## config.mk

```make
export PLATFORM = sky130hd
export DESIGN_NAME = agu_addr_gen
export DESIGN_NICKNAME = d
export VERILOG_FILES = /design/src/hdl/agu_pkg.sv /design/src/hdl/agu_modulo_unit.sv /design/src/hdl/agu_addr_gen.sv
export SDC_FILE = /design/constraint.sdc
export NUM_CORES = 1
export LEC_CHECK = 0
export BUFFER_PORTS_ARGS = -buffer_cell sky130_fd_sc_hd__buf_2
export CAP_MARGIN = 10
export CORE_MARGIN = 3
export CORE_UTILIZATION = 45
export DETAILED_ROUTE_END_ITERATION = 12
export MAX_ROUTING_LAYER = met4
export PLACE_DENSITY = 0.72
export SETUP_SLACK_MARGIN = 0.4
export SKIP_LAST_GASP = 1
export SLEW_MARGIN = 20
export SYNTH_ARGS = -nofsm -noshare
export SYNTH_HDL_FRONTEND = slang
export SYNTH_SLANG_ARGS = --single-unit
```

## constraint.sdc

```tcl
create_clock -name clk_i -period 7.1 [get_ports clk_i]
set_input_delay 0.355 -clock clk_i [delete_from_list [all_inputs] [get_ports clk_i]]
set_output_delay 0.355 -clock clk_i [all_outputs]
set_load 0.03 [all_outputs]
```

## src/hdl/agu_pkg.sv

```systemverilog
// Shared constants and carrier types for the address generation unit
package agu_pkg;

	localparam int ADDR_W = 16;
	localparam int SEL_W = 4;
	localparam int PIVOT_W = 15;

	// Pointer select code of the stack pointer
	localparam logic [SEL_W-1:0] STACK_SEL = 4'hF;

	// Address steps for byte and word operands
	localparam logic [ADDR_W-1:0] BYTE_STEP = 16'h0001;
	localparam logic [ADDR_W-1:0] WORD_STEP = 16'h0002;
	localparam logic [ADDR_W-1:0] ZERO_ADDR = 16'h0000;

	// Output reset values
	localparam logic [ADDR_W-1:0] EA_RESET = 16'h0000;
	localparam logic [SEL_W-1:0] SEL_RESET = 4'h0;

	typedef enum logic [2:0] {
		AGU_MODE_INDIRECT = 3'h0,
		AGU_MODE_POST_INC = 3'h1,
		AGU_MODE_POST_DEC = 3'h2,
		AGU_MODE_PRE_INC = 3'h3,
		AGU_MODE_PRE_DEC = 3'h4,
		AGU_MODE_REG_OFFSET = 3'h5
	} agu_mode_type;

	// One address request from instruction decode
	typedef struct packed {
		logic [SEL_W-1:0] sel;
		logic [ADDR_W-1:0] ptr;
		agu_mode_type mode;
		logic word;
		logic [ADDR_W-1:0] offset;
	} agu_req_type;

	// One computed address with its pointer write-back
	typedef struct packed {
		logic [ADDR_W-1:0] ea;
		logic wb_en;
		logic [SEL_W-1:0] wb_sel;
		logic [ADDR_W-1:0] wb_val;
		logic bitrev;
		logic circ;
	} agu_res_type;

	// Circular buffer settings
	typedef struct packed {
		logic enable;
		logic [SEL_W-1:0] sel;
		logic [ADDR_W-1:0] start_addr;
		logic [ADDR_W-1:0] end_addr;
	} agu_circ_type;

endpackage

```

## src/hdl/agu_modulo_unit.sv

```systemverilog
// Circular buffer boundary correction for one address generator
`timescale 1ns/1ps
`default_nettype none
module agu_modulo_unit #(
	parameter int AW = 16
) (
	input wire logic en_i,
	input wire logic [AW-1:0] base_i,
	input wire logic [AW-1:0] step_i,
	input wire logic [AW-1:0] lo_i,
	input wire logic [AW-1:0] hi_i,
	output logic [AW-1:0] addr_o,
	output logic wrapped_o
);

	initial begin
		if (AW < 2) begin
			$error("agu_modulo_unit: AW must be at least 2");
		end
	end

	logic [AW-1:0] sum;
	logic [AW-1:0] len;
	logic going_down;

	assign sum = base_i + step_i;
	assign len = hi_i - lo_i + {{(AW-1){1'b0}}, 1'b1};
	assign going_down = step_i[AW-1];

	// Compare beyond the boundary, so a large step still wraps
	always_comb begin
		addr_o = sum;
		wrapped_o = 1'b0;
		if (en_i && !going_down && (sum > hi_i)) begin
			addr_o = sum - len;
			wrapped_o = 1'b1;
		end else if (en_i && going_down && (sum < lo_i)) begin
			addr_o = sum + len;
			wrapped_o = 1'b1;
		end
	end

endmodule
`default_nettype wire

```

## src/hdl/agu_addr_gen.sv

```systemverilog
// Effective address generation with circular and bit-reversed modes
`timescale 1ns/1ps
`default_nettype none
module agu_addr_gen #(
	parameter int AW = 16,
	parameter int PW = 15
) (
	input wire logic clk_i,
	input wire logic rst_i,
	input wire logic rd_req_valid_i,
	input wire agu_pkg::agu_req_type rd_req_i,
	input wire logic wr_req_valid_i,
	input wire agu_pkg::agu_req_type wr_req_i,
	input wire agu_pkg::agu_circ_type circ_cfg_i,
	input wire logic [agu_pkg::SEL_W-1:0] bitrev_pointer_select_i,
	input wire logic bitrev_enable_bit_i,
	input wire logic [PW-1:0] bitrev_pivot_modifier_i,
	output logic rd_res_valid_o,
	output agu_pkg::agu_res_type rd_res_o,
	output logic wr_res_valid_o,
	output agu_pkg::agu_res_type wr_res_o
);

	initial begin
		if (AW != agu_pkg::ADDR_W || PW != AW - 1) begin
			$error("agu_addr_gen: widths must match the package");
		end
	end

	// Reverse bit order of an address word
	function automatic logic [AW-1:0] rev_bits(input logic [AW-1:0] v);
		logic [AW-1:0] r;
		r = '0;
		for (int i = 0; i < AW; i++) begin
			r[i] = v[AW-1-i];
		end
		return r;
	endfunction

	// Step implied by the addressing mode and operand size
	function automatic logic [AW-1:0] mode_step(
		input agu_pkg::agu_req_type q
	);
		logic [AW-1:0] s;
		s = q.word ? agu_pkg::WORD_STEP : agu_pkg::BYTE_STEP;
		unique case (q.mode)
			agu_pkg::AGU_MODE_POST_INC,
			agu_pkg::AGU_MODE_PRE_INC: begin
				mode_step = s;
			end
			agu_pkg::AGU_MODE_POST_DEC,
			agu_pkg::AGU_MODE_PRE_DEC: begin
				mode_step = agu_pkg::ZERO_ADDR - s;
			end
			agu_pkg::AGU_MODE_REG_OFFSET: begin
				mode_step = q.offset;
			end
			default: begin
				mode_step = agu_pkg::ZERO_ADDR;
			end
		endcase
	endfunction

	function automatic logic is_pre(input agu_pkg::agu_mode_type m);
		return m == agu_pkg::AGU_MODE_PRE_INC ||
			m == agu_pkg::AGU_MODE_PRE_DEC;
	endfunction

	function automatic logic is_post(input agu_pkg::agu_mode_type m);
		return m == agu_pkg::AGU_MODE_POST_INC ||
			m == agu_pkg::AGU_MODE_POST_DEC;
	endfunction

	// Circular correction qualifies on the configured pointer only
	logic rd_circ_hit;
	logic wr_circ_hit;
	logic wr_bitrev_act;
	logic wr_circ_en;

	assign rd_circ_hit = circ_cfg_i.enable &&
		(rd_req_i.sel == circ_cfg_i.sel);
	assign wr_circ_hit = circ_cfg_i.enable &&
		(wr_req_i.sel == circ_cfg_i.sel);

	// Every qualifier must hold, otherwise ordinary or circular addressing applies
	assign wr_bitrev_act = bitrev_enable_bit_i &&
		(bitrev_pointer_select_i != agu_pkg::STACK_SEL) &&
		(wr_req_i.sel == bitrev_pointer_select_i) &&
		wr_req_i.word &&
		(wr_req_i.mode == agu_pkg::AGU_MODE_PRE_INC ||
		wr_req_i.mode == agu_pkg::AGU_MODE_POST_INC);

	// Bit reversal takes the write generator away from circular mode
	assign wr_circ_en = wr_circ_hit && !wr_bitrev_act;

	logic [AW-1:0] rd_mod_addr;
	logic rd_wrapped;
	logic [AW-1:0] wr_mod_addr;
	logic wr_wrapped;

	agu_modulo_unit #(
		.AW(AW)
	) u_rd_modulo (
		.en_i(rd_circ_hit),
		.base_i(rd_req_i.ptr),
		.step_i(mode_step(rd_req_i)),
		.lo_i(circ_cfg_i.start_addr),
		.hi_i(circ_cfg_i.end_addr),
		.addr_o(rd_mod_addr),
		.wrapped_o(rd_wrapped)
	);

	agu_modulo_unit #(
		.AW(AW)
	) u_wr_modulo (
		.en_i(wr_circ_en),
		.base_i(wr_req_i.ptr),
		.step_i(mode_step(wr_req_i)),
		.lo_i(circ_cfg_i.start_addr),
		.hi_i(circ_cfg_i.end_addr),
		.addr_o(wr_mod_addr),
		.wrapped_o(wr_wrapped)
	);

	// Reverse-carry add: pointer and pivot are both reversed, summed, then reversed back
	logic [AW-1:0] pivot_bytes;
	logic [AW-1:0] bitrev_next;

	assign pivot_bytes = {bitrev_pivot_modifier_i, 1'b0};
	always_comb begin
		bitrev_next = rev_bits(rev_bits(wr_req_i.ptr) +
			rev_bits(pivot_bytes));
		bitrev_next[0] = 1'b0;
	end

	// Read generator never reverses bits, only corrects circularly
	agu_pkg::agu_res_type rd_res_d;
	always_comb begin
		rd_res_d = '0;
		rd_res_d.wb_sel = rd_req_i.sel;
		rd_res_d.circ = rd_circ_hit && rd_wrapped;
		if (is_pre(rd_req_i.mode) ||
			rd_req_i.mode == agu_pkg::AGU_MODE_REG_OFFSET) begin
			rd_res_d.ea = rd_mod_addr;
		end else begin
			rd_res_d.ea = rd_req_i.ptr;
		end
		if (is_pre(rd_req_i.mode) || is_post(rd_req_i.mode)) begin
			rd_res_d.wb_en = 1'b1;
			rd_res_d.wb_val = rd_mod_addr;
		end else begin
			rd_res_d.wb_en = 1'b0;
			rd_res_d.wb_val = rd_req_i.ptr;
		end
	end

	// Write generator: bit-reversed path or ordinary/circular path
	agu_pkg::agu_res_type wr_res_d;
	always_comb begin
		wr_res_d = '0;
		wr_res_d.wb_sel = wr_req_i.sel;
		wr_res_d.bitrev = wr_bitrev_act;
		wr_res_d.circ = wr_circ_en && wr_wrapped;
		if (wr_bitrev_act) begin
			wr_res_d.wb_en = 1'b1;
			wr_res_d.wb_val = bitrev_next;
			if (wr_req_i.mode == agu_pkg::AGU_MODE_PRE_INC) begin
				wr_res_d.ea = bitrev_next;
			end else begin
				wr_res_d.ea = {wr_req_i.ptr[AW-1:1], 1'b0};
			end
		end else begin
			if (is_pre(wr_req_i.mode) ||
				wr_req_i.mode == agu_pkg::AGU_MODE_REG_OFFSET) begin
				wr_res_d.ea = wr_mod_addr;
			end else begin
				wr_res_d.ea = wr_req_i.ptr;
			end
			if (is_pre(wr_req_i.mode) || is_post(wr_req_i.mode)) begin
				wr_res_d.wb_en = 1'b1;
				wr_res_d.wb_val = wr_mod_addr;
			end else begin
				wr_res_d.wb_en = 1'b0;
				wr_res_d.wb_val = wr_req_i.ptr;
			end
		end
	end

	// Results are registered so the address bus sees clean data
	logic rd_valid_q;
	logic wr_valid_q;
	agu_pkg::agu_res_type rd_res_q;
	agu_pkg::agu_res_type wr_res_q;

	always_ff @(posedge clk_i) begin
		if (rst_i) begin
			rd_valid_q <= 1'b0;
		end else begin
			rd_valid_q <= rd_req_valid_i;
		end
	end

	always_ff @(posedge clk_i) begin
		if (rst_i) begin
			wr_valid_q <= 1'b0;
		end else begin
			wr_valid_q <= wr_req_valid_i;
		end
	end

	// Results hold their last value between requests
	always_ff @(posedge clk_i) begin
		if (rst_i) begin
			rd_res_q <= '0;
		end else if (rd_req_valid_i) begin
			rd_res_q <= rd_res_d;
		end
	end

	always_ff @(posedge clk_i) begin
		if (rst_i) begin
			wr_res_q <= '0;
		end else if (wr_req_valid_i) begin
			wr_res_q <= wr_res_d;
		end
	end

	// Write-back strobe is gated so a held result never updates twice
	always_comb begin
		rd_res_o = rd_res_q;
		rd_res_o.wb_en = rd_res_q.wb_en && rd_valid_q;
		wr_res_o = wr_res_q;
		wr_res_o.wb_en = wr_res_q.wb_en && wr_valid_q;
	end

	assign rd_res_valid_o = rd_valid_q;
	assign wr_res_valid_o = wr_valid_q;

endmodule
`default_nettype wire

```

Word-level counts from Yosys, hierarchy flattened
Index checks and enable logic that the tools add are counted.

Muxes and demuxes: 21. Magnitude comparators: 4. Reduce and logical (&&, ||, !) cells: 35. Shifts and indexed selects: 0. Equality and inequality tests: 14. $mul: 0. Add/sub/neg operators: 11. Div/mod/pow operators: 0. Bitwise logic cells: 0.

Operators with widths (count): $mux 16 (10); $pmux 16 s3 (2); $add 16x16->16 (4); $sub 16x16->16 (3); $gt 16x16->1 (2); $lt 16x16->1 (2); $logic_and 1x1->1 (19); $mux 17 (1); $add 16x1->16 const B (1); $add 15x15->15 (1); $eq 3x2->1 const B (4); $eq 3x3->1 const B (4); $eq 4x4->1 (3); $logic_or 1x1->1 (9); $reduce_or 2->1 (4); $eq 3x1->1 const B (2); $mux 1 (6); $sub 1x2->3 const A (2); $mux 2 (2); $ne 4x4->1 const B (1); $logic_not 1->1 (3).

Memories kept: 0. Memory bits (writable): 0. Word-level logic and storage cells: 98. Latch bits: 0. Memory bits (read-only): 0. Bits in registers: 79.

Depth between registers and ports, before layout
Gate-level depths: netlist of run 1.

Depth in word-level cells: 13. Depth in mapped cells: 28. Mapped depth without buffers: 24.

Hierarchy
From an unflattened synthesis of run 1, not the netlist that was laid out.

Cell total of the unflattened synthesis: 1741. Area total of the unflattened synthesis: 13395.3 um^2.

Modules (own cells, without submodules): agu_addr_gen (times used 1, cells each 700, seq. area each 1581.5 um^2, area an instance 5629.1 um^2); agu_modulo_unit (u_wr_modulo) (times used 1, cells each 542, seq. area each 0.0 um^2, area an instance 3963.8 um^2); agu_modulo_unit (u_rd_modulo) (times used 1, cells each 499, seq. area each 0.0 um^2, area an instance 3802.4 um^2).

Least setup slack after synthesis of run 1
Ideal clock, no wire load.

Path type: input -> register. Start: input wr_req_i[19] (netlist name). End: register wr_res_q, in the netlist wr_res_o[31]. Library setup time: 0.132 ns. Data required time: 6.968 ns. Slack: 1.571 ns. Arrival: 5.397 ns. Cell stages on the path: 25. Cells stage by stage: buf_6 nor2b_4 clkbuf_1 clkbuf_1 nor2_1 a21oi_1 ha_1 a21oi_1 o211ai_1 o2111ai_1 o21ai_0 a21oi_1 o21bai_1 a21oi_1 xnor2_1 ha_1 a211o_1 a2111oi_1 a2bb2oi_2 a21oi_4 a221o_1 a22o_1 a221o_1 o211ai_1 a21oi_1.

Longest elaborated chain between the ends: 11. Elaborated cells on any way between the ends: 29.

RTL lines: start, declared (RTL line agu_addr_gen.sv:13) `input wire agu_pkg::agu_req_type wr_req_i,`; branches (longest 10 deep; another with $add 16x16->16); $mux 17 (*) (RTL line agu_addr_gen.sv:164) `if (wr_bitrev_act) begin`; end signal, assigned (RTL line agu_addr_gen.sv:224) `wr_res_q <= wr_res_d;`; end, declared (RTL line agu_addr_gen.sv:193) `agu_pkg::agu_res_type wr_res_q;`.

Every way passes the cells marked *. A chain may end at the register's enable or synchronous reset.

Final worst setup path of run 1
Start: input wr_req_i[19] (netlist name). End: register wr_res_q, in the netlist wr_res_o[11].

Longest elaborated chain between the ends: 11. Elaborated cells on any way between the ends: 29.

RTL lines (RTL line): branches (longest 10 deep; another with $add 16x16->16); $mux 16 (*) (agu_addr_gen.sv:164).

Marks and branches as above.

==> results of run 1 <==
[worst max-delay path, stage by stage]
cell and delay [ps]:
buf_2 190, nor2b_4 500, nor2_1 100, a21oi_1 310, ha_1 300, a21oi_1 210, o211ai_1 250, o2111ai_1 370
o21ai_0 140, a21oi_1 240, o21bai_1 90, a21oi_1 170, xnor2_1 260, ha_1 390, a211o_1 340, a2111oi_1 540
a2bb2oi_2 300, a21oi_4 190, nor2_2 460, a22o_1 270, nor2_1 50, or3_1 350, a311oi_2 230
[power groups by stage]
stage	registers, mW	clock network (mW)	logic [mW]
2_1_floorplan	0.512	0	1.64
3_3_place_gp	0.522	0	2.10
3_5_place_dp	0.523	0	2.13
4_1_cts	0.513	0.498	2.15
5_1_grt	0.517	0.510	2.40
6_report	0.513	0.494	2.20
[flip-flops by register name (all words and copies together) (netlist names)]
register        cells
rd_res_valid_o      1
rd_res_q            1
rd_res_o           37
wr_res_o           38
wr_res_q            1
wr_res_valid_o      1
[Yosys cell counts, drive strengths merged, types with 28 or more instances]
library cell,n
ha,195
nor2,159
nand2,126
a21oi,106
inv,101
buf,90
dfxtp,79
a21o,66
o21ai,62
xnor2,49
clkbuf,44
nor3,34
nand3,32
a211oi,28
xor2,28
[worst max-delay path by stage]
stage / startpoint / endpoint / slack, ps / cells past startpoint
global route: wr_req_i[19] / wr_res_o[11] / 420 / 23
CTS: wr_req_i[19] / wr_res_o[11] / 950 / 23
detailed placement: wr_req_i[19] / wr_res_o[11] / 620 / 23
finish: wr_req_i[19] / wr_res_o[11] / 770 / 23
global placement: wr_req_i[19] / wr_res_o[11] / 620 / 23
floorplan: wr_req_i[19] / wr_res_o[31] / 1570 / 25
[cells by family after synthesis]
group                      synth area share
AOI/OAI and AO/OA                     0.294
DFF                                   0.130
buffers and inverters                0.0976
muxes                                0.0211
xor gates and xnor gates             0.0556
other                              0.000309
and+or+nand+nor                       0.187
adders and majority gates             0.214
[layer usage]
metal / share of wire / vias to the layer above
met3: 0.083 / 55
met5: 0 / -
met4: 0.017 / 0
met2: 0.43 / 571
met1: 0.47 / 5901
li1: - / 6021
[metrics by stage]
step / instance area, um^2 / hold WS (ps)
3_5_place_dp: 13000 / 443
2_1_floorplan: 12100 / 417
5_1_grt: 13300 / 301
4_1_cts: 13300 / 268
6_report: 13300 / 280
3_3_place_gp: 13000 / 436
[cell type report]
cell class	instances	area, um^2	share of cell area
timing repair buffer	233	1200	0.0905
tap	335	419	0.0316
clock buffer	9	225	0.0170
sequential	79	1580	0.119
inverter	101	379	0.0286
clock inverter	6	70.1	0.00528
multi-input combinational	1287	9390	0.708
==> results.py, run 1 <==
metrics = {
    "timing": {
        "grt_setup_unrepaired": "no",
        "timing.final.hold_violations": 0,
        "clock.fmax_mhz": 158,
        "fin_setup_tns_ps": 0,
        "setup_violations": 0,
        "setup_ws_ps": 774,
        "fin_crit_sh": 0.891,
        "skew_ps": 0,
        "drv_slew": 0,
        "max-slew-margin-rel": 0.289,
        "tightest_slew_ps": 1060,
        "layout_min_cycle_time_ps": 6330,
    },
    "worst_setup_path": {
        "r2r_cells": 3,
        "crit_type": "in -> reg",
        "crit_path_max_fanout": 22,
        "crit_arrival_ps": 6600,
        "worstPathRequired_ps": 7370,
        "crit_path_end_kind": "register",
        "worstSetupStartpointType": "input port",
        "timing.rr.start": "wr_res_o[15]",
        "r2r_setup_slack_ps": 6200,
        "rr_endpoint": "wr_res_o[15]",
    },
    "floorplan": {
        "fp.dieH_um": 170,
        "start_util": 0.462,
        "fp.coreArea_um2": 26300,
        "ios": 221,
        "num_rows": 59,
        "die_area_um2": 29000,
        "die_w_um": 170,
    },
    "final_layout": {
        "final_cell_mix": "buf_2, ha_1, nor2_1, nand2_1, a21oi_1",
        "drive_above_1_share": 0.163,
        "area_growth_pct": 9.31,
        "final_cells": 2050,
        "diodes": 0,
        "post-route-util": 0.505,
        "nets": 2055,
        "fillers": 2595,
        "final_common_cell": "buf_2",
    },
    "synthesis": {
        "synth_top_area_share": 0.201,
        "synthTopCellsByArea": "ha_1, dfxtp_1, nor2_1",
        "syn_inst": 1601,
        "synth_area_um2": 12100,
        "ys_async_sr_fraction": 0,
        "synth_edf_count": 0,
        "synth_nets": 1945,
        "ys_dominant_reg_cell": "dfxtp_1",
        "yosys_warnings": 0,
        "synth_cell_types": 90,
        "ys_seq_area_frac": 0.130,
        "synth_area_leader_cell": "ha_1",
        "synth-seq-cells": 79,
        "synth_area_per_cell_um2": 7.58,
    },
    "hold_path": {
        "holdCritStartpoint": "rd_req_i[39]",
        "min_path_type": "in -> reg",
        "whs_path_depth": 3,
        "hold-path-endpoint": "rd_res_o[21]",
    },
    "place": {
        "io_buffers": 219,
        "gp_congestion": 0.959,
        "dp_hpwl_um": 32600,
        "dp_slack_ps": 623,
        "placed_cells": 2035,
    },
    "global_routing": {
        "busiest_layer": "met2",
        "grt_pass1_vias": 11200,
        "globalRouteMet1Util": 0.388,
        "grt_max_degree": 70,
        "grt_pass1_wl_um": 61200,
        "overflow": 0,
        "track_usage": 0.270,
        "grt.met2_usage": 0.405,
        "antenna_found_initial": 0,
        "grt_use_met3": 0.0316,
    },
    "pwr": {
        "p_sw_mw": 1.61,
        "p_int_mw": 1.59,
        "combPwrFrac": 0.686,
        "clkPwrFrac": 0.154,
        "pwr-share-seq": 0.160,
        "p_leak_nw": 6.53,
        "ir_worst_vdd_mv": 0.127,
        "total_power_mw": 3.21,
        "power_density_nw_per_um2": 242,
        "p_sw_frac": 0.503,
    },
    "detailed_routing": {
        "vias_per_cell": 6.12,
        "dr.pass1.iters": 5,
        "post_drt_wl_per_cell_um": 19.6,
        "totalWireLength_um": 40100,
        "drt_iter0_drc": 1311,
        "ant_nets": 0,
        "via_count": 12500,
        "drc": 0,
    },
    "clock_tree": {
        "numCtsBuffers": 9,
        "cts_sinks": 79,
        "cts_max_path_buffers": 2,
        "cts_setup_buffers": 0,
        "ctsHoldBuffers": 0,
        "htreeDepth": 3,
        "cts_tree": "yes",
        "worst_skew_pair.late_latency_ps": 350,
        "root_buffer": "clkbuf_16",
        "cts.clk_slew.worst_paths_ps": 70,
        "cts.repair.resized": 0,
    },
    "flow_run": {
        "drv_cap": 0,
    },
    "outcome": {
        "status": "complete, no violations",
    },
}
Power figures use the tool's default switching activity.
==> inputs of run 2 (changes only) <==
--- a/config.mk
+++ b/config.mk
@@ -5,13 +5,14 @@
 export SDC_FILE = /design/constraint.sdc
 export NUM_CORES = 1
 export LEC_CHECK = 0
+export ABC_AREA = 1
 export BUFFER_PORTS_ARGS = -buffer_cell sky130_fd_sc_hd__buf_2
 export CAP_MARGIN = 10
 export CORE_MARGIN = 3
 export CORE_UTILIZATION = 45
 export DETAILED_ROUTE_END_ITERATION = 12
 export MAX_ROUTING_LAYER = met4
-export PLACE_DENSITY = 0.72
+export PLACE_DENSITY = 0.71
 export SETUP_SLACK_MARGIN = 0.4
 export SKIP_LAST_GASP = 1
 export SLEW_MARGIN = 20
==> results.py, run 2 <==
metrics = {
    "synthesis": {
        "synth_top_area_share": 0.181,
        "ys_dominant_reg_cell": "dfxtp_1",
        "synth-seq-cells": 79,
        "ys_seq_area_frac": 0.117,
        "synth_area_leader_cell": "nand2_1",
        "synth_top_cells_by_count": "nand2_1, inv_1, a21oi_1",
        "synth.most_common_cell": "nand2_1",
        "yosys_warnings": 0,
        "synth_edf_count": 0,
        "syn_inst": 2251,
        "ys_async_sr_fraction": 0,
        "synth_nets": 2595,
        "synth_area_um2": 13500,
        "synth_cell_types": 59,
        "synthTopCellsByArea": "nand2_1, ha_1, dfxtp_1",
        "synth_area_per_cell_um2": 6.01,
    },
    "worst_setup_path": {
        "cpMostUsedCell": "nand2_1",
        "crit_path_end_kind": "register",
        "slowest_delay_ps": 660,
        "cp_slowest_cell": "inv_1",
        "crit_type": "in -> reg",
        "crit_arrival_ps": 6280,
        "worstSetupStartpointType": "input port",
        "crit_path_max_fanout": 21,
        "cp.buffers_inverters": 4,
        "worstPathRequired_ps": 7340,
        "timing.rr.start": "rd_res_o[17]",
        "critical-path-top-delay-family": "simple AND/OR/NAND/NOR gates",
        "critPathLaunch": "wr_req_i[19]",
    },
    "clock_tree": {
        "cts_max_path_buffers": 2,
        "cts_setup_buffers": 0,
        "cts.clk_slew.worst_paths_ps": 60,
        "ctsHoldBuffers": 0,
        "cts_sinks": 79,
        "root_buffer": "clkbuf_16",
        "worst_skew_pair.late_latency_ps": 330,
        "cts_tree": "yes",
        "cts.repair.resized": 0,
        "htreeDepth": 3,
        "numCtsBuffers": 9,
    },
    "floorplan": {
        "num_rows": 62,
        "ios": 221,
        "die_area_um2": 32200,
        "fp.coreArea_um2": 29200,
        "die_w_um": 179,
        "start_util": 0.464,
        "fp.dieH_um": 179,
    },
    "timing": {
        "skew_ps": 0,
        "drv_slew": 0,
        "timing.final.hold_violations": 0,
        "max-slew-margin-rel": 0.264,
        "clock.fmax_mhz": 165,
        "fin_crit_sh": 0.852,
        "grt_setup_unrepaired": "no",
        "tightest_slew_ps": 1100,
        "fin_setup_tns_ps": 0,
        "setup_violations": 0,
        "layout_min_cycle_time_ps": 6050,
    },
    "final_layout": {
        "largest_reg_flops": 38,
        "drive_above_1_share": 0.120,
        "nets": 2695,
        "postLayoutCellArea_um2": 14700,
        "area_growth_pct": 8.39,
        "final_cell_mix": "nand2_1, inv_1, buf_2, a21oi_1, ha_1",
        "final_common_cell": "nand2_1",
    },
    "detailed_routing": {
        "totalWireLength_um": 50100,
        "drc": 0,
        "post_drt_wl_per_cell_um": 18.3,
        "vias_per_cell": 5.49,
        "dr.pass1.iters": 6,
        "ant_nets": 0,
        "drt_iter0_drc": 1526,
        "via_count": 15000,
    },
    "outcome": {
        "status": "complete, no violations",
    },
    "global_routing": {
        "grt_pass1_vias": 13700,
        "grt_pass1_wl_um": 77100,
        "grt_max_degree": 45,
        "overflow": 0,
        "track_usage": 0.301,
        "antenna_found_initial": 1,
    },
    "pwr": {
        "p_leak_nw": 8.38,
        "power_density_nw_per_um2": 255,
        "clkPwrFrac": 0.138,
        "combPwrFrac": 0.726,
        "ir_worst_vdd_mv": 0.147,
        "pwr-share-seq": 0.136,
        "p_sw_mw": 2.09,
        "p_int_mw": 1.66,
        "p_sw_frac": 0.557,
    },
    "hold_path": {
        "min_path_type": "in -> reg",
        "holdCritStartpoint": "rd_req_i[39]",
    },
    "place": {
        "dp_hpwl_um": 41600,
        "placed_area_um2": 14300,
        "io_buffers": 219,
        "gp_congestion": 1.02,
    },
    "flow_run": {
        "drv_cap": 0,
    },
}
[run 2: changes by cell type in the layout (fill, tap and decap cells not counted), sizes merged, moves of 31 or more]
| cell | delta |
|---|---|
| xnor2 | -31 |
| xor2 | +40 |
| nand2 | +538 |
| nand3 | +154 |
| a21o | -55 |
| inv | +190 |
| o21ai | +58 |
| a21oi | +94 |
[run 2: cell families (layout without fill, tap and decap cells)]
| kind of cell | Yosys count | after routing | share of synthesized area |
|---|---|---|---|
| and+or+nand+nor | 1050 | 1050 | 0.328 |
| buffers and inverters | 431 | 536 | 0.143 |
| AOI/OAI and AO/OA | 401 | 401 | 0.164 |
| adders and majority gates | 203 | 203 | 0.192 |
| xor gates and xnor gates | 86 | 86 | 0.0556 |
| DFF | 79 | 79 | 0.117 |
| other | 1 | 2 | 0.000277 |
[run 2: worst paths after layout]
check,slack (ps),to,depth (start not counted)
max,1050,wr_res_o[29],31
min,300,rd_res_o[21],3
max reg2reg,6300,rd_res_o[17],4
min reg2reg,450,wr_res_o[8],2
[run 2: worst register-to-register path, stage by stage, from the launching register on]
cell	delay (ps)
dfxtp_1	330
nand2_1	70
o21ai_0	80
a21oi_1	120
nor2_1	50
[run 2: power groups by stage]
stage	combinational, mW	clock, mW	sequential [mW]
3_3_place_gp	2.63	0	0.517
2_1_floorplan	1.92	0	0.510
6_report	2.72	0.516	0.508
5_1_grt	2.99	0.534	0.512
3_5_place_dp	2.64	0	0.517
4_1_cts	2.66	0.518	0.508
[run 2: routing by layer]
metal,global-route usage,vias to the layer above,part of all wire
met5,-,-,0
met4,0.0575,0,0.019
met3,0.0315,59,0.078
met2,0.457,629,0.43
met1,0.434,6896,0.47
li1,-,7453,-
[run 2: stage by stage]
step / hold WS [ps] / util / power (mW) / setup slack (ps) / cells
after floorplan: 427 / - / 2.43 / 2670 / 2251
after global placement: 436 / 0.492 / 3.15 / 1090 / 2724
after detailed placement: 439 / 0.492 / 3.16 / 885 / 2724
after CTS: 294 / 0.503 / 3.68 / 1220 / 2740
after global routing: 311 / 0.503 / 4.04 / 553 / 2741
final: 301 / 0.503 / 3.74 / 1050 / 2741
[run 2: final cells by class]
type	instances	area, um^2
antenna	1	2.50
clock buffer	10	229
clock inverter	6	92.6
fill	3172	14500
inverter	294	1100
multi-input combinational	1741	10000
sequential	79	1580
tap	384	480
timing repair buffer	226	1150
